File: src/inc/dtmfcs_defs.svh
// Constants of the DTMF control and status register block
`ifndef DTMFCS_DEFS_SVH
`define DTMFCS_DEFS_SVH
`define DTMFCS_CLK_MHZ        200
`define DTMFCS_BURST_MS       51
`define DTMFCS_BURST_CP_MS    102
`define DTMFCS_CYC_PER_MS     (`DTMFCS_CLK_MHZ * 1000)
`define DTMFCS_BURST_CYC      (`DTMFCS_BURST_MS * `DTMFCS_CYC_PER_MS)
`define DTMFCS_BURST_CP_CYC   (`DTMFCS_BURST_CP_MS * `DTMFCS_CYC_PER_MS)
`define DTMFCS_CNT_W          25
// First control register fields
`define DTMFCS_A_TONE_OUT     0
`define DTMFCS_A_CP_MODE      1
`define DTMFCS_A_IRQ_EN       2
`define DTMFCS_A_B_SELECT     3
// Second control register fields
`define DTMFCS_B_BURST_DIS    0
`define DTMFCS_B_RX_DIS       1
`define DTMFCS_B_SINGLE       2
`define DTMFCS_B_COLUMN       3
// Status fields
`define DTMFCS_S_IRQ          0
`define DTMFCS_S_TX_EMPTY     1
`define DTMFCS_S_RX_FULL      2
`define DTMFCS_S_DELAY_STEER  3
`define DTMFCS_CTRL_RESET     4'h0
`define DTMFCS_B_SOFT_RESET   4'h8
`endif

File: src/inc/dtmfcs_pkg.sv
// Types of the DTMF control and status register block
package dtmfcs_pkg;
  typedef enum logic [1:0] {DTMFCS_TX_IDLE, DTMFCS_TX_TONE, DTMFCS_TX_PAUSE} dtmfcs_tx_t;
  typedef enum logic [2:0] {
    DTMFCS_H_IDLE, DTMFCS_H_RESET, DTMFCS_H_STROBE, DTMFCS_H_GAP, DTMFCS_H_BURST
  } dtmfcs_host_t;
endpackage : dtmfcs_pkg

File: src/inc/dtmfcs_if.sv
// Parallel host bus between the microprocessor and the DTMF transceiver
`timescale 1ns/1ps
`default_nettype none
interface dtmfcs_if;
  logic       chip_select_n;
  logic       register_select_line;
  logic       read_not_write;
  logic [3:0] data_to_device;
  logic [3:0] data_from_device;
  logic       data_oe;
  logic       irq_out;
  logic       irq_oe;
  logic       irq_n;
  assign irq_n = irq_oe ? irq_out : 1'b1;
  modport device (input chip_select_n, register_select_line, read_not_write,
                  data_to_device, output data_from_device, data_oe, irq_out, irq_oe);
  modport host (output chip_select_n, register_select_line, read_not_write,
                data_to_device, input data_from_device, data_oe, irq_n);
endinterface : dtmfcs_if
`default_nettype wire

File: src/dtmfcs_device.sv
// Device end: control registers, status flags and burst timing
`timescale 1ns/1ps
`default_nettype none
`include "dtmfcs_defs.svh"
// Function
// - Burst disable bit zero enables burst mode
// - Each tone write gives burst plus pause
// - Pause end sets transmit-empty, may interrupt
// - Call progress mode doubles burst and pause
// - Non-burst tone lasts while tone output enabled
// - Receiver disable powers down both receivers
// - Single tone select picks one tone
// - Column select picks high or low group
// - Both down also stops oscillator and reference
// - Interrupt flag follows empty or full, cleared
// - Transmit-empty only in burst, read clears
// - Receive-full set on valid data, read clears
// - Delayed steering tracks tone absence
// - Host performs software reset after power-up
// - Host burst setup always writes A, then B; B reaches register B only if setup A sets the select bit
// - Host services flags only after an interrupt
// - Register select routes data or control access
// - Select bit steers next control write
// - Interrupt pin low on events in DTMF mode
// - Tone output off clears transmit data
module dtmfcs_device
  import dtmfcs_pkg::*;
#(
  parameter int BURST_CYC    = `DTMFCS_BURST_CYC,
  parameter int BURST_CP_CYC = `DTMFCS_BURST_CP_CYC
) (
  input  wire logic       clock,
  input  wire logic       reset_n,
  dtmfcs_if.device        bus,
  input  wire logic       rx_valid,
  input  wire logic [3:0] rx_code,
  input  wire logic       tone_present,
  output logic [3:0]      tx_code,
  output logic            tone_on,
  output logic            single_tone,
  output logic            column_tone,
  output logic            tx_power_down,
  output logic            rx_power_down,
  output logic            osc_power_down,
  output logic            call_progress_mode
);
  logic [3:0] ctrl_a;
  logic [3:0] ctrl_b;
  logic       b_pending;
  logic [3:0] rx_data;
  logic       tx_empty;
  logic       rx_full;
  logic       delay_steer;
  logic       cs_q;
  logic       access;
  logic       rd_status;
  logic       rd_pend;
  logic       wr_tx;
  logic       pause_done;
  logic [`DTMFCS_CNT_W-1:0] cnt;
  logic [`DTMFCS_CNT_W-1:0] phase_len;
  dtmfcs_tx_t tx_state;
  logic       burst_on;

  // One access per chip-select falling edge
  assign access    = cs_q && !bus.chip_select_n;
  assign rd_status = access && bus.read_not_write && bus.register_select_line;
  assign wr_tx     = access && !bus.read_not_write && !bus.register_select_line;
  assign burst_on  = !ctrl_b[`DTMFCS_B_BURST_DIS];
  assign phase_len = ctrl_a[`DTMFCS_A_CP_MODE] ? `DTMFCS_CNT_W'(BURST_CP_CYC)
                                               : `DTMFCS_CNT_W'(BURST_CYC);

  always_ff @(posedge clock or negedge reset_n) begin
    if (!reset_n) begin
      cs_q <= 1'b1;
    end else begin
      cs_q <= bus.chip_select_n;
    end
  end

  always_ff @(posedge clock or negedge reset_n) begin
    if (!reset_n) begin
      ctrl_a    <= `DTMFCS_CTRL_RESET;
      ctrl_b    <= `DTMFCS_CTRL_RESET;
      b_pending <= 1'b0;
    end else if (access && !bus.read_not_write && bus.register_select_line) begin
      if (b_pending) begin
        ctrl_b    <= bus.data_to_device;
        b_pending <= 1'b0;
      end else begin
        ctrl_a    <= bus.data_to_device;
        b_pending <= bus.data_to_device[`DTMFCS_A_B_SELECT];
      end
    end
  end

  always_ff @(posedge clock or negedge reset_n) begin
    if (!reset_n) begin
      tx_code <= `DTMFCS_CTRL_RESET;
    end else if (!ctrl_a[`DTMFCS_A_TONE_OUT]) begin
      tx_code <= `DTMFCS_CTRL_RESET;
    end else if (wr_tx) begin
      tx_code <= bus.data_to_device;
    end
  end

  // Burst sequencer; a write during a burst restarts it
  always_ff @(posedge clock or negedge reset_n) begin
    if (!reset_n) begin
      tx_state   <= DTMFCS_TX_IDLE;
      cnt        <= '0;
      pause_done <= 1'b0;
    end else begin
      pause_done <= 1'b0;
      if (!burst_on || !ctrl_a[`DTMFCS_A_TONE_OUT]) begin
        tx_state <= DTMFCS_TX_IDLE;
        cnt      <= '0;
      end else if (wr_tx) begin
        tx_state <= DTMFCS_TX_TONE;
        cnt      <= '0;
      end else begin
        unique case (tx_state)
          DTMFCS_TX_IDLE: cnt <= '0;
          DTMFCS_TX_TONE: begin
            if (cnt >= phase_len - 1'b1) begin
              tx_state <= DTMFCS_TX_PAUSE;
              cnt      <= '0;
            end else begin
              cnt <= cnt + 1'b1;
            end
          end
          DTMFCS_TX_PAUSE: begin
            if (cnt >= phase_len - 1'b1) begin
              tx_state   <= DTMFCS_TX_IDLE;
              cnt        <= '0;
              pause_done <= 1'b1;
            end else begin
              cnt <= cnt + 1'b1;
            end
          end
        endcase
      end
    end
  end

  // Clear lands the cycle after the read; a set then still wins
  // Only flags reported by the read are cleared, so one set on the read edge survives
  always_ff @(posedge clock or negedge reset_n) begin
    if (!reset_n) begin
      rd_pend <= 1'b0;
    end else begin
      rd_pend <= rd_status;
    end
  end

  always_ff @(posedge clock or negedge reset_n) begin
    if (!reset_n) begin
      tx_empty <= 1'b0;
    end else if (!burst_on) begin
      tx_empty <= 1'b0;
    end else if (pause_done) begin
      tx_empty <= 1'b1;
    end else if (rd_pend && bus.data_from_device[`DTMFCS_S_TX_EMPTY]) begin
      tx_empty <= 1'b0;
    end
  end

  always_ff @(posedge clock or negedge reset_n) begin
    if (!reset_n) begin
      rx_full <= 1'b0;
      rx_data <= 4'h0;
    end else if (rx_valid && !rx_power_down) begin
      rx_full <= 1'b1;
      rx_data <= rx_code;
    end else if (rd_pend && bus.data_from_device[`DTMFCS_S_RX_FULL]) begin
      rx_full <= 1'b0;
    end
  end

  always_ff @(posedge clock or negedge reset_n) begin
    if (!reset_n) begin
      delay_steer <= 1'b0;
    end else begin
      delay_steer <= !tone_present;
    end
  end

  always_ff @(posedge clock or negedge reset_n) begin
    if (!reset_n) begin
      bus.data_from_device <= 4'h0;
    end else if (access && bus.read_not_write) begin
      if (bus.register_select_line) begin
        // Snapshot before the clear
        bus.data_from_device <= {delay_steer, rx_full, tx_empty, tx_empty | rx_full};
      end else begin
        bus.data_from_device <= rx_data;
      end
    end
  end

  assign bus.data_oe = !bus.chip_select_n && bus.read_not_write;
  assign bus.irq_out = 1'b0;
  assign bus.irq_oe  = ctrl_a[`DTMFCS_A_IRQ_EN] && !ctrl_a[`DTMFCS_A_CP_MODE]
                       && (tx_empty || rx_full);

  assign tone_on        = ctrl_a[`DTMFCS_A_TONE_OUT]
                          && (!burst_on || tx_state == DTMFCS_TX_TONE);
  assign single_tone    = ctrl_b[`DTMFCS_B_SINGLE];
  assign column_tone    = ctrl_b[`DTMFCS_B_COLUMN];
  assign tx_power_down  = !ctrl_a[`DTMFCS_A_TONE_OUT];
  assign rx_power_down  = ctrl_b[`DTMFCS_B_RX_DIS];
  assign osc_power_down = tx_power_down && rx_power_down;
  assign call_progress_mode = ctrl_a[`DTMFCS_A_CP_MODE];
endmodule : dtmfcs_device
`default_nettype wire

File: src/flat_wrapper.sv
// flat-port wrapper written by rule: the top's interface ports become plain ports
module dtmfcs_device_flat import dtmfcs_pkg::*;
#(
  parameter int BURST_CYC    = `DTMFCS_BURST_CYC,
  parameter int BURST_CP_CYC = `DTMFCS_BURST_CP_CYC
)
  (clock, reset_n, rx_valid, rx_code, tone_present, tx_code, tone_on, single_tone, column_tone, tx_power_down, rx_power_down, osc_power_down, call_progress_mode, bus_chip_select_n, bus_register_select_line, bus_read_not_write, bus_data_to_device, bus_data_from_device, bus_data_oe, bus_irq_out, bus_irq_oe);
  dtmfcs_if bus_i ();
  input  wire logic clock;
  input  wire logic reset_n;
  input  wire logic rx_valid;
  input  wire logic [3:0] rx_code;
  input  wire logic tone_present;
  output logic [3:0] tx_code;
  output logic tone_on;
  output logic single_tone;
  output logic column_tone;
  output logic tx_power_down;
  output logic rx_power_down;
  output logic osc_power_down;
  output logic call_progress_mode;
  input wire logic [$bits(bus_i.chip_select_n)-1:0] bus_chip_select_n;
  input wire logic [$bits(bus_i.register_select_line)-1:0] bus_register_select_line;
  input wire logic [$bits(bus_i.read_not_write)-1:0] bus_read_not_write;
  input wire logic [$bits(bus_i.data_to_device)-1:0] bus_data_to_device;
  output wire logic [$bits(bus_i.data_from_device)-1:0] bus_data_from_device;
  output wire logic [$bits(bus_i.data_oe)-1:0] bus_data_oe;
  output wire logic [$bits(bus_i.irq_out)-1:0] bus_irq_out;
  output wire logic [$bits(bus_i.irq_oe)-1:0] bus_irq_oe;
  assign bus_i.chip_select_n = bus_chip_select_n;
  assign bus_i.register_select_line = bus_register_select_line;
  assign bus_i.read_not_write = bus_read_not_write;
  assign bus_i.data_to_device = bus_data_to_device;
  assign bus_data_from_device = bus_i.data_from_device;
  assign bus_data_oe = bus_i.data_oe;
  assign bus_irq_out = bus_i.irq_out;
  assign bus_irq_oe = bus_i.irq_oe;
  dtmfcs_device #(.BURST_CYC(BURST_CYC), .BURST_CP_CYC(BURST_CP_CYC)) u_core (.clock(clock), .reset_n(reset_n), .bus(bus_i), .rx_valid(rx_valid), .rx_code(rx_code), .tone_present(tone_present), .tx_code(tx_code), .tone_on(tone_on), .single_tone(single_tone), .column_tone(column_tone), .tx_power_down(tx_power_down), .rx_power_down(rx_power_down), .osc_power_down(osc_power_down), .call_progress_mode(call_progress_mode));
endmodule
File: config.mk
export PLATFORM = sky130hd
export DESIGN_NAME = dtmfcs_device_flat
export DESIGN_NICKNAME = d
export VERILOG_FILES = /design/src/inc/dtmfcs_pkg.sv /design/src/inc/dtmfcs_if.sv /design/src/dtmfcs_device.sv /design/src/flat_wrapper.sv
export VERILOG_INCLUDE_DIRS = /design/src /design/src/inc
export SDC_FILE = /design/constraint.sdc
export NUM_CORES = 1
export LEC_CHECK = 0
export BUFFER_PORTS_ARGS = -buffer_cell sky130_fd_sc_hd__buf_2
export CAP_MARGIN = 20
export CORE_ASPECT_RATIO = 1.1
export CORE_MARGIN = 2
export CORE_UTILIZATION = 50
export DETAILED_ROUTE_END_ITERATION = 16
export PLACE_DENSITY = 0.7
export SETUP_SLACK_MARGIN = 0.05
export SKIP_CTS_REPAIR_TIMING = 1
export SLEW_MARGIN = 30
export SYNTH_ARGS = -nofsm -noshare
export SYNTH_HDL_FRONTEND = slang
export SYNTH_SLANG_ARGS = --single-unit
File: constraint.sdc
create_clock -name clock -period 3.1 [get_ports clock]
set_input_delay 0.62 -clock clock [delete_from_list [all_inputs] [get_ports clock]]
set_output_delay 0.62 -clock clock [all_outputs]
set_load 0.005 [all_outputs]
==> flow_summary.json, run 1 <==
{
  "result_of_the_run": "complete, no violations",
  "overflow": 0,
  "drt_first_pass_iters": 4,
  "netlist_area_um2": 2690,
  "cts_buf_count": 5,
  "yosys_warnings": 0,
  "grt_antenna_before_repair": 0,
  "clock_sinks": 53,
  "drt_first_iter_violations": 120,
  "synth_seq_area_share": 0.493,
  "start_util": 0.509,
  "first_global_vias": 1876,
  "timing.critical_path.to_type": "flip-flop",
  "ys_ff_latch": 53,
  "final.period_utilization": 0.884,
  "path_cells": "inv_1, ha_1, a211oi_2, o22ai_1, a2111oi_4, nand4b_2, buf_4, nor2_1",
  "antenna_cells": 0,
  "finalWorstPathRequiredPeriod_ps": 2740,
  "leak_pwr_nw": 1.35,
  "synth_enable_flop_cells": 0,
  "hpwlAfterDp_um": 3560,
  "cpLargestDelayFamily": "compound AO/OA/AOI/OAI gates",
  "drive_above_1_share": 0.208,
  "worstSetupStartpointType": "flip-flop",
  "vias": 1878,
  "achievable-frequency_mhz": 365,
  "placement.io_buffers": 31,
  "final.setup_skew_ps": 5.81,
  "floorplan.die.height_um": 81.0,
  "wirelength_um": 4810,
  "fill_cells": 476,
  "syn_nets": 282,
  "tightest_slew_ps": 657,
  "fp.dieW_um": 74.0,
  "ioPinCount": 33,
  "critPathArrivalTime_ps": 2990,
  "hp-class": "in2async",
  "max-clock-path-buffers": 2,
  "timing.setup.critical_path_class": "reg2reg",
  "timing.critical_path.fanout_max": 16,
  "gpl_wtd_cong": 0.778,
  "ant_nets": 0,
  "drv.max_cap_violation_count": 0,
  "powerDensity_nw_per_um2": 498,
  "worst-path-buf-inv": 2,
  "synthFlopType": "sky130_fd_sc_hd__dfrtp_1",
  "tritoncts": "done",
  "cells_after_synthesis": 253,
  "floorplan.die_area_um2": 5990,
  "placement_rows": 28,
  "cts.clk_slew.worst_paths_ps": 100,
  "rsz_0062_raised_after_global_routing": "false",
  "worst_vdd_ir_mv": 0.321,
  "area_delta_synth_final_pct": 13.3,
  "async_flop_share": 1.00,
  "timing.final.setup_violations": 0,
  "slew_headroom": 0.562,
  "design_power_total_w": 0.00152,
  "report.final.hold_viol_count": 0,
  "worst_hold_slack_ps": 415,
  "critical_path_required_ps": 3350,
  "drc": 0,
  "clock_insertion_delay_worst_skew_ps": 310,
  "global_route_wire_length_before_repair_um": 8500,
  "synthDistinctLibCells": 46,
  "syn-mean-instance-area_um2": 10.6,
  "grt_max_degree": 54,
  "cts_root_buffer": "sky130_fd_sc_hd__clkbuf_8",
  "fin_setup_tns_ps": 0,
  "core_region_area_um2": 5290,
  "critPathMaxStageDelay_ps": 540,
  "wl_per_cell_um": 13.2,
  "cts-htree-levels": 2,
  "grt_util_all_layers": 0.181,
  "finalNetCount": 317,
  "finalMaxSlewViolations": 0,
  "drt_via_density": 5.16,
  "cp_slowest_cell": "sky130_fd_sc_hd__dfrtp_1"
}
==> cell type report <==
class                           instances  area, um^2  area share
Sequential cell                        53        1330       0.435
Multi-Input combinational cell        185        1300       0.426
Clock buffer                            5        68.8      0.0226
Inverter                                9        33.8      0.0111
Timing Repair Buffer                   34         178      0.0582
Clock inverter                          3        50.0      0.0164
Tap cell                               75        93.8      0.0308
==> metal layers <==
layer / GRT usage / share of wire / vias to the layer above
li1: - / - / 950
met1: 0.238 / 0.46 / 892
met2: 0.305 / 0.50 / 31
met3: 0.0335 / 0.032 / 5
met4: 0.0527 / 0.011 / 0
met5: 0 / 0 / -
==> worst paths after layout <==
path | start | endpoint | slack, ps | depth (start not counted)
setup / recovery | u_core.ctrl_a[1]$_DFFE_PN0P_ | u_core.cnt[7]$_DFF_PN0_ | 360 | 8
hold reg to reg | u_core.pause_done$_DFF_PN0_ | u_core.tx_empty$_DFFE_PN0P_ | 480 | 2
max in group asynchronous | reset_n | u_core.cnt[23]$_DFF_PN0_ | 2250 | 2
setup reg to reg | u_core.ctrl_a[1]$_DFFE_PN0P_ | u_core.cnt[7]$_DFF_PN0_ | 360 | 8
hold / removal | reset_n | u_core.cnt[5]$_DFF_PN0_ | 420 | 2
min in group clock | tone_present | u_core.delay_steer$_DFF_PN0_ | 430 | 2
==> registers in the layout, indices dropped and copies added, names as in the netlist, 2 cells and up <==
signal / count
u_core.bus.data_from_device: 4
u_core.cnt: 25
u_core.ctrl_a: 3
u_core.ctrl_b: 4
u_core.rx_data: 4
u_core.tx_code: 4
u_core.tx_state: 2
==> Yosys cell counts, types with 2 or more instances <==
master,number,area [um^2]
sky130_fd_sc_hd__a21oi_1,9,45.0
sky130_fd_sc_hd__mux2_1,3,33.8
sky130_fd_sc_hd__and4_1,3,26.3
sky130_fd_sc_hd__xnor2_1,4,35.0
sky130_fd_sc_hd__xor2_1,15,131
sky130_fd_sc_hd__o21a_1,2,15.0
sky130_fd_sc_hd__nand3_1,11,55.1
sky130_fd_sc_hd__and2_1,2,12.5
sky130_fd_sc_hd__nand2_1,21,78.8
sky130_fd_sc_hd__mux2_2,6,67.6
sky130_fd_sc_hd__o21ai_0,13,65.1
sky130_fd_sc_hd__dfrtp_1,52,1300
sky130_fd_sc_hd__nor2b_1,3,18.8
sky130_fd_sc_hd__nor2_1,35,131
sky130_fd_sc_hd__nor3_1,3,15.0
sky130_fd_sc_hd__nand4_1,8,50.1
sky130_fd_sc_hd__buf_2,5,25.0
sky130_fd_sc_hd__mux2i_1,7,70.1
sky130_fd_sc_hd__inv_1,8,30.0
sky130_fd_sc_hd__ha_1,14,175
sky130_fd_sc_hd__or3_1,4,25.0
==> logic make-up after synthesis <==
| group | count (synthesis) | share of synthesized area |
|---|---|---|
| other cells | 1 | 0.00139 |
| mux | 16 | 0.0636 |
| buf+inv | 15 | 0.0246 |
| xor+xnor | 19 | 0.0618 |
| compound gates | 33 | 0.0859 |
| flops | 53 | 0.493 |
| simple gates | 102 | 0.205 |
| fa+ha+maj | 14 | 0.0650 |
==> layout by cell type (no fill, tap or decap), drive strengths merged, types with 2 or more instances in the layout <==
cell | Yosys | final
dfrtp | 52 | 52
nor2 | 35 | 35
buf | 6 | 34
nand2 | 21 | 21
xor2 | 15 | 15
ha | 14 | 14
o21ai | 13 | 13
nand3 | 12 | 12
inv | 9 | 10
a21oi | 9 | 9
nand4 | 9 | 9
mux2 | 9 | 9
mux2i | 7 | 7
clkbuf | 0 | 5
nor3 | 5 | 5
or3 | 4 | 4
xnor2 | 4 | 4
and4 | 3 | 3
nor2b | 3 | 3
o21a | 2 | 2
and2 | 2 | 2
o31ai | 2 | 2
a2111oi | 2 | 2
nor4b | 2 | 2
==> per-stage QoR <==
stage                util  area [um^2]  cells  worst slack [ps]
finish              0.577         3050    364               361
global route        0.577         3050    364               117
CTS                 0.577         3050    364               319
detailed placement  0.554         2930    356               339
global placement    0.554         2930    356               487
floorplan               -         2690    253               816
==> where the power goes <==
| group | internal, W | switching, W |
|---|---|---|
| Combinational | 0.000105 | 0.000125 |
| Sequential | 0.000750 | 0.0000476 |
| Clock | 0.000248 | 0.000244 |
Note: power is estimated with default switching activity, not from simulation.
==> run 2, diff against run 1 <==
--- a/config.mk
+++ b/config.mk
@@ -6,7 +6,7 @@
 export SDC_FILE = /design/constraint.sdc
 export NUM_CORES = 1
 export LEC_CHECK = 0
-export BUFFER_PORTS_ARGS = -buffer_cell sky130_fd_sc_hd__buf_2
+export BUFFER_PORTS_ARGS = -buffer_cell sky130_fd_sc_hd__buf_4
 export CAP_MARGIN = 20
 export CORE_ASPECT_RATIO = 1.1
 export CORE_MARGIN = 2
==> run 2 against run 1 <==
Effect of this change:
- combinational power up 13%
- clock skew is 3.2 ps higher
- core utilization up 0.73 points
- critical path depth decreased by 1
- via count decreased by 0.69%
- final cell count is 0.55% lower
- fmax grew 8.1%
- power fell by 2.7%
- critical endpoint is now u_core.tx_state[1]$_DFFE_PN0P_
- largest cell class unchanged
- largest power group unchanged
==> flow_summary.json, run 2 (synthesis gave the netlist of run 1 again) <==
{
  "grt_util_all_layers": 0.181,
  "r2r_slack_ps": 570,
  "cts_buf_count": 5,
  "antenna_cells": 0,
  "drc": 0,
  "leading_cell_type_in_the_layout_fill_and_taps_excluded": "sky130_fd_sc_hd__dfrtp_1",
  "timing.critical_path.fanout_max": 8,
  "area_delta_synth_final_pct": 14.7,
  "ant_nets": 0,
  "drt_via_density": 5.15,
  "finalWorstPathRequiredPeriod_ps": 2530,
  "clock_insertion_delay_worst_skew_ps": 310,
  "cts-htree-levels": 2,
  "core_region_area_um2": 5290,
  "grt_max_degree": 54,
  "finalNetCount": 315,
  "floorplan.die_area_um2": 5990,
  "timing.critical_path.to_type": "flip-flop",
  "wl_per_cell_um": 13.4,
  "largest_reg_flops": 25,
  "max-clock-path-buffers": 2,
  "rr_startpoint": "u_core.ctrl_a[1]$_DFFE_PN0P_",
  "wirelength_um": 4870,
  "slew_headroom": 0.564,
  "timing.setup.critical_path_class": "reg2reg",
  "final.period_utilization": 0.817,
  "tritoncts": "done",
  "drt_first_iter_violations": 144,
  "powerDensity_nw_per_um2": 478,
  "global_route_wire_length_before_repair_um": 8510,
  "placement.io_buffers": 31,
  "ioPinCount": 33,
  "cp_slowest_cell": "sky130_fd_sc_hd__dfrtp_1",
  "report.final.hold_viol_count": 0,
  "timing.reg2reg.worst_path_depth": 7,
  "result_of_the_run": "complete, no violations",
  "clock_sinks": 53,
  "first_global_vias": 1862,
  "achievable-frequency_mhz": 395,
  "leak_pwr_nw": 1.35,
  "rsz_0062_raised_after_global_routing": "false",
  "regToRegEndpoint": "u_core.tx_state[1]$_DFFE_PN0P_",
  "worst_vdd_ir_mv": 0.409,
  "timing.final.setup_violations": 0,
  "overflow": 0,
  "worstSetupStartpointType": "flip-flop",
  "path_cells": "inv_1, ha_1, a211oi_2, o22ai_1, a2111oi_4, a21boi_1, a2111oi_2",
  "drv.max_cap_violation_count": 0,
  "cts_root_buffer": "sky130_fd_sc_hd__clkbuf_8",
  "hpwlAfterDp_um": 3560,
  "placed_cells_incl_taps": 354,
  "hp-class": "in2async",
  "tightest_slew_ps": 654,
  "final_cell_mix": "sky130_fd_sc_hd__dfrtp_1 (52), sky130_fd_sc_hd__nor2_1 (35), sky130_fd_sc_hd__buf_4 (32)",
  "final.setup_skew_ps": 8.96,
  "floorplan.die.height_um": 81.0,
  "fill_cells": 463,
  "drt_first_pass_iters": 4,
  "critPathArrivalTime_ps": 2750,
  "cts.clk_slew.worst_paths_ps": 110,
  "vias": 1865,
  "critPathMaxStageDelay_ps": 540,
  "fin_setup_tns_ps": 0,
  "drive_above_1_share": 0.202,
  "grt_antenna_before_repair": 0,
  "registers.top_by_ff_count": "u_core.cnt",
  "final_cells": 362,
  "finalMaxSlewViolations": 0,
  "gpl_wtd_cong": 0.797,
  "critical_path_required_ps": 3310,
  "fp.dieW_um": 74.0,
  "start_util": 0.509,
  "placement_rows": 28
}
-- run 2: worst max-delay path by stage --
stage / from / to / cells past startpoint
after floorplan: u_core.ctrl_a[1]$_DFFE_PN0P_ / u_core.cnt[10]$_DFF_PN0_ / 8
after global placement: u_core.ctrl_a[1]$_DFFE_PN0P_ / u_core.tx_state[1]$_DFFE_PN0P_ / 7
after detailed placement: u_core.ctrl_a[1]$_DFFE_PN0P_ / u_core.tx_state[1]$_DFFE_PN0P_ / 7
after CTS: u_core.ctrl_a[1]$_DFFE_PN0P_ / u_core.tx_state[1]$_DFFE_PN0P_ / 7
after global routing: u_core.ctrl_a[1]$_DFFE_PN0P_ / u_core.tx_state[1]$_DFFE_PN0P_ / 7
final: u_core.ctrl_a[1]$_DFFE_PN0P_ / u_core.tx_state[1]$_DFFE_PN0P_ / 7
-- run 2: critical path, delay by kind of cell (launching register included) --
kind                       cells  cell delay [ps]
AOI/OAI and AO/OA              5             1300
DFF                            1              540
adders and majority gates      1              370
buffers and inverters          1              220
-- run 2: power breakdown --
part / switching, W / internal [W] / leakage (nW)
Sequential: 0.0000481 / 0.000750 / 0.699
Clock: 0.000252 / 0.000168 / 0.0495
Combinational: 0.000128 / 0.000131 / 0.599
-- run 2: metrics by stage --
step	hold WS [ps]	total power, W	setup WS, ps	area [um^2]	util
2_1_floorplan	324	0.000938	816	2690	-
3_3_place_gp	467	0.00107	661	3000	0.566
3_5_place_dp	472	0.00108	553	3000	0.566
4_1_cts	353	0.00150	518	3090	0.584
5_1_grt	390	0.00155	280	3090	0.584
6_report	333	0.00148	566	3090	0.584
-- run 2: routing by layer --
metal | global-route usage | routed length (um) | up-vias
li1 | - | - | 942
met1 | 0.225 | 2190 | 883
met2 | 0.309 | 2430 | 34
met3 | 0.0422 | 194 | 6
met4 | 0.0582 | 60 | 0
met5 | 0 | 0 | -
-- run 2: cell type report --
cell class	instances	area (um^2)	area share
Clock inverter	3	26.3	0.00850
Multi-Input combinational cell	185	1300	0.421
Inverter	9	33.8	0.0109
Tap cell	75	93.8	0.0304
Clock buffer	5	68.8	0.0223
Sequential cell	53	1330	0.430
Timing Repair Buffer	32	240	0.0777
==> run 3, diff against run 2 <==
--- a/config.mk
+++ b/config.mk
@@ -6,6 +6,7 @@
 export SDC_FILE = /design/constraint.sdc
 export NUM_CORES = 1
 export LEC_CHECK = 0
+export ABC_AREA = 1
 export BUFFER_PORTS_ARGS = -buffer_cell sky130_fd_sc_hd__buf_4
 export CAP_MARGIN = 20
 export CORE_ASPECT_RATIO = 1.1
==> constraint.sdc (replaced) <==
create_clock -name clock -period 2.37 [get_ports clock]
set_input_delay 0.474 -clock clock [delete_from_list [all_inputs] [get_ports clock]]
set_output_delay 0.474 -clock clock [all_outputs]
set_load 0.005 [all_outputs]
==> run 3 against run 2 <==
Effect of this change:
- fmax is 22% higher
- count of clock-buffer cells in the layout increased by 1
- first-iteration DRC count shrank 2.8%
- synthesized cell count increased by 49%
- register-to-register slack lost 270 ps
- final cell count rose by 36%
- worst setup slack got worse by 270 ps
- power is 43% higher
- combinational power up 99%
- wire length increased by 28%
- critical path type unchanged
- critical endpoint is now u_core.cnt[3]$_DFF_PN0_
==> flow_summary.json, run 3 <==
{
  "clock_sinks": 53,
  "max-clock-path-buffers": 2,
  "syn_nets": 406,
  "drv.max_cap_violation_count": 0,
  "cpLargestDelayFamily": "simple AND/OR/NAND/NOR gates",
  "fin_setup_tns_ps": 0,
  "drt_first_iter_violations": 140,
  "hpwlAfterDp_um": 4810,
  "cts_buf_count": 5,
  "drt_first_pass_iters": 4,
  "timing.setup.critical_path_class": "reg2reg",
  "async_flop_share": 1.00,
  "wirelength_um": 6250,
  "core_region_area_um2": 5810,
  "start_util": 0.521,
  "grt_util_all_layers": 0.205,
  "yosys.cell_count.top_type": "sky130_fd_sc_hd__nand2_1",
  "power.share.combinational": 0.245,
  "setup_ws_ps": 295,
  "grt_max_degree": 54,
  "grt_antenna_before_repair": 0,
  "tritoncts": "done",
  "vias": 2485,
  "overflow": 0,
  "power_report.internal_total_w": 0.00147,
  "ant_nets": 0,
  "synth.top_cells.by_area": "sky130_fd_sc_hd__dfrtp_1 (43%), sky130_fd_sc_hd__nand2_1 (13%), sky130_fd_sc_hd__nor2_1 (6.3%)",
  "floorplan.die_area_um2": 6680,
  "worst_vdd_ir_mv": 0.463,
  "fill_cells": 537,
  "timing.final.setup_violations": 0,
  "final_cells": 492,
  "powerDensity_nw_per_um2": 612,
  "slew_headroom": 0.563,
  "p_clk_frac": 0.235,
  "achievable-frequency_mhz": 482,
  "hp-class": "in2async",
  "worst_hold_slack_ps": 181,
  "drt_via_density": 5.05,
  "global_route_wire_length_before_repair_um": 11000,
  "wl_per_cell_um": 12.7,
  "placement_rows": 29,
  "synth.largest_area_cell": "sky130_fd_sc_hd__dfrtp_1",
  "yosys-top-cells-count": "sky130_fd_sc_hd__nand2_1 (101), sky130_fd_sc_hd__dfrtp_1 (52), sky130_fd_sc_hd__nor2_1 (51)",
  "path_cells": "clkinvlp_4, ha_1, nand2_1, nor2_1, nor3_1, nand2_1, nor2_2, nand2_4, inv_4, nand2_8, nor2_1",
  "leading_cell_type_in_the_layout_fill_and_taps_excluded": "sky130_fd_sc_hd__nand2_1",
  "antenna_cells": 0,
  "floorplan.die.height_um": 85.6,
  "finalWorstPathRequiredPeriod_ps": 2070,
  "timing.critical_path.fanout_max": 15,
  "registers.top_by_ff_count": "u_core.cnt",
  "timing.reg2reg.worst_path_depth": 11,
  "fp.dieW_um": 78.1,
  "first_global_vias": 2475,
  "synthFlopType": "sky130_fd_sc_hd__dfrtp_1",
  "synth_seq_area_share": 0.439,
  "design_power_total_w": 0.00211,
  "netlist_area_um2": 3020,
  "timing.critical_path.to_type": "flip-flop",
  "syn-mean-instance-area_um2": 8.02,
  "switching_power_w": 0.000636,
  "synthDistinctLibCells": 35,
  "critPathMaxStageDelay_ps": 420,
  "cts_root_buffer": "sky130_fd_sc_hd__clkbuf_8",
  "placement.io_buffers": 31,
  "drive_above_1_share": 0.193,
  "cts.clk_slew.worst_paths_ps": 90,
  "finalNetCount": 443,
  "placed_cells_incl_taps": 482,
  "drc": 0,
  "leak_pwr_nw": 1.65,
  "finalMaxSlewViolations": 0,
  "place_worst_setup_slack_ps": 61.7,
  "tightest_slew_ps": 656,
  "worstSetupStartpointType": "flip-flop",
  "ys_ff_latch": 53,
  "synth_enable_flop_cells": 0,
  "cp_slowest_cell": "sky130_fd_sc_hd__dfrtp_2",
  "final.period_utilization": 0.875,
  "worst-path-buf-inv": 2,
  "yosys_warnings": 0,
  "result_of_the_run": "complete, no violations",
  "cells_after_synthesis": 377,
  "critical_path_required_ps": 2610,
  "final.setup_skew_ps": 6.91,
  "final_cell_mix": "sky130_fd_sc_hd__nand2_1 (101), sky130_fd_sc_hd__dfrtp_1 (51), sky130_fd_sc_hd__nor2_1 (50)",
  "netSwitchingFraction": 0.302,
  "area_delta_synth_final_pct": 13.9,
  "yosysTopAreaCellShare": 0.430,
  "report.final.hold_viol_count": 0,
  "gpl_wtd_cong": 0.906,
  "critPathArrivalTime_ps": 2310,
  "power.sequential.fraction": 0.520,
  "largest_reg_flops": 25,
  "cts-htree-levels": 2,
  "rsz_0062_raised_after_global_routing": "false",
  "crit_cells": 11,
  "ioPinCount": 33,
  "clock_insertion_delay_worst_skew_ps": 300
}
==> run 3: cell count changes in the layout (fill, tap and decap cells not counted), sizes merged, moves of 4 or more <==
cell,delta
nor3,+7
or3,-4
mux2,-4
a21oi,-5
xor2,-11
nand3,+11
inv,+33
nand2,+85
mux2i,-7
nor2,+32
==> run 3: path summary, 6_finish.rpt <==
| kind | startpoint | end | slack, ps |
|---|---|---|---|
| setup / recovery | u_core.ctrl_a[1]$_DFFE_PN0P_ | u_core.cnt[3]$_DFF_PN0_ | 300 |
| hold / removal | reset_n | u_core.delay_steer$_DFF_PN0_ | 180 |
| setup reg to reg | u_core.ctrl_a[1]$_DFFE_PN0P_ | u_core.cnt[3]$_DFF_PN0_ | 300 |
| hold reg to reg | u_core.cnt[0]$_DFF_PN0_ | u_core.cnt[0]$_DFF_PN0_ | 460 |
| max in group asynchronous | reset_n | u_core.ctrl_a[1]$_DFFE_PN0P_ | 1710 |
| min in group clock | bus_chip_select_n | u_core.cs_q$_DFF_PN1_ | 280 |
==> run 3: layer usage <==
metal,vias to the layer above,routed length (um),track usage
met1,1141,2840,0.262
met3,13,259,0.0400
met5,-,0,0
li1,1269,-,-
met4,0,125,0.0718
met2,62,3030,0.351
==> run 3: area by class of cell <==
| class | instances | area [um^2] | area share |
|---|---|---|---|
| Multi-Input combinational cell | 274 | 1500 | 0.434 |
| Sequential cell | 53 | 1330 | 0.386 |
| Timing Repair Buffer | 34 | 255 | 0.0742 |
| Inverter | 46 | 179 | 0.0520 |
| Tap cell | 77 | 96.3 | 0.0280 |
| Clock buffer | 6 | 72.6 | 0.0211 |
| Clock inverter | 2 | 15.0 | 0.00436 |
==> run 3: power groups by stage <==
stage	combinational [W]	clock (W)	sequential, W
finish	0.000516	0.000495	0.00110
CTS	0.000480	0.000510	0.00110
global placement	0.000469	0	0.00112
global route	0.000588	0.000552	0.00111
floorplan	0.000286	0	0.00109
detailed placement	0.000478	0	0.00112
==> run 3: worst reg2reg max path, cell delays in order, from the launching register on <==
cell,delay [ps]
sky130_fd_sc_hd__dfrtp_2,420
sky130_fd_sc_hd__clkinvlp_4,190
sky130_fd_sc_hd__ha_1,350
sky130_fd_sc_hd__nand2_1,120
sky130_fd_sc_hd__nor2_1,70
sky130_fd_sc_hd__nor3_1,120
sky130_fd_sc_hd__nand2_1,80
sky130_fd_sc_hd__nor2_2,160
sky130_fd_sc_hd__nand2_4,110
sky130_fd_sc_hd__inv_4,130
sky130_fd_sc_hd__nand2_8,120
sky130_fd_sc_hd__nor2_1,120
==> run 3: metrics by stage <==
| stage | instance area, um^2 | utilization |
|---|---|---|
| 2_1_floorplan | 3020 | - |
| 3_3_place_gp | 3320 | 0.571 |
| 3_5_place_dp | 3320 | 0.571 |
| 4_1_cts | 3400 | 0.586 |
| 5_1_grt | 3440 | 0.593 |
| 6_report | 3440 | 0.593 |
==> run 3: cell families (layout without fill, tap and decap cells) <==
family	count (synthesis)	in the layout	synth area share
AOI/OAI and AO/OA	28	28	0.0534
xor gates and xnor gates	9	9	0.0261
adders and majority gates	14	14	0.0579
buffers and inverters	50	88	0.0720
DFF	53	53	0.439
muxes	5	5	0.0186
other	1	1	0.00124
and+or+nand+nor	217	217	0.332
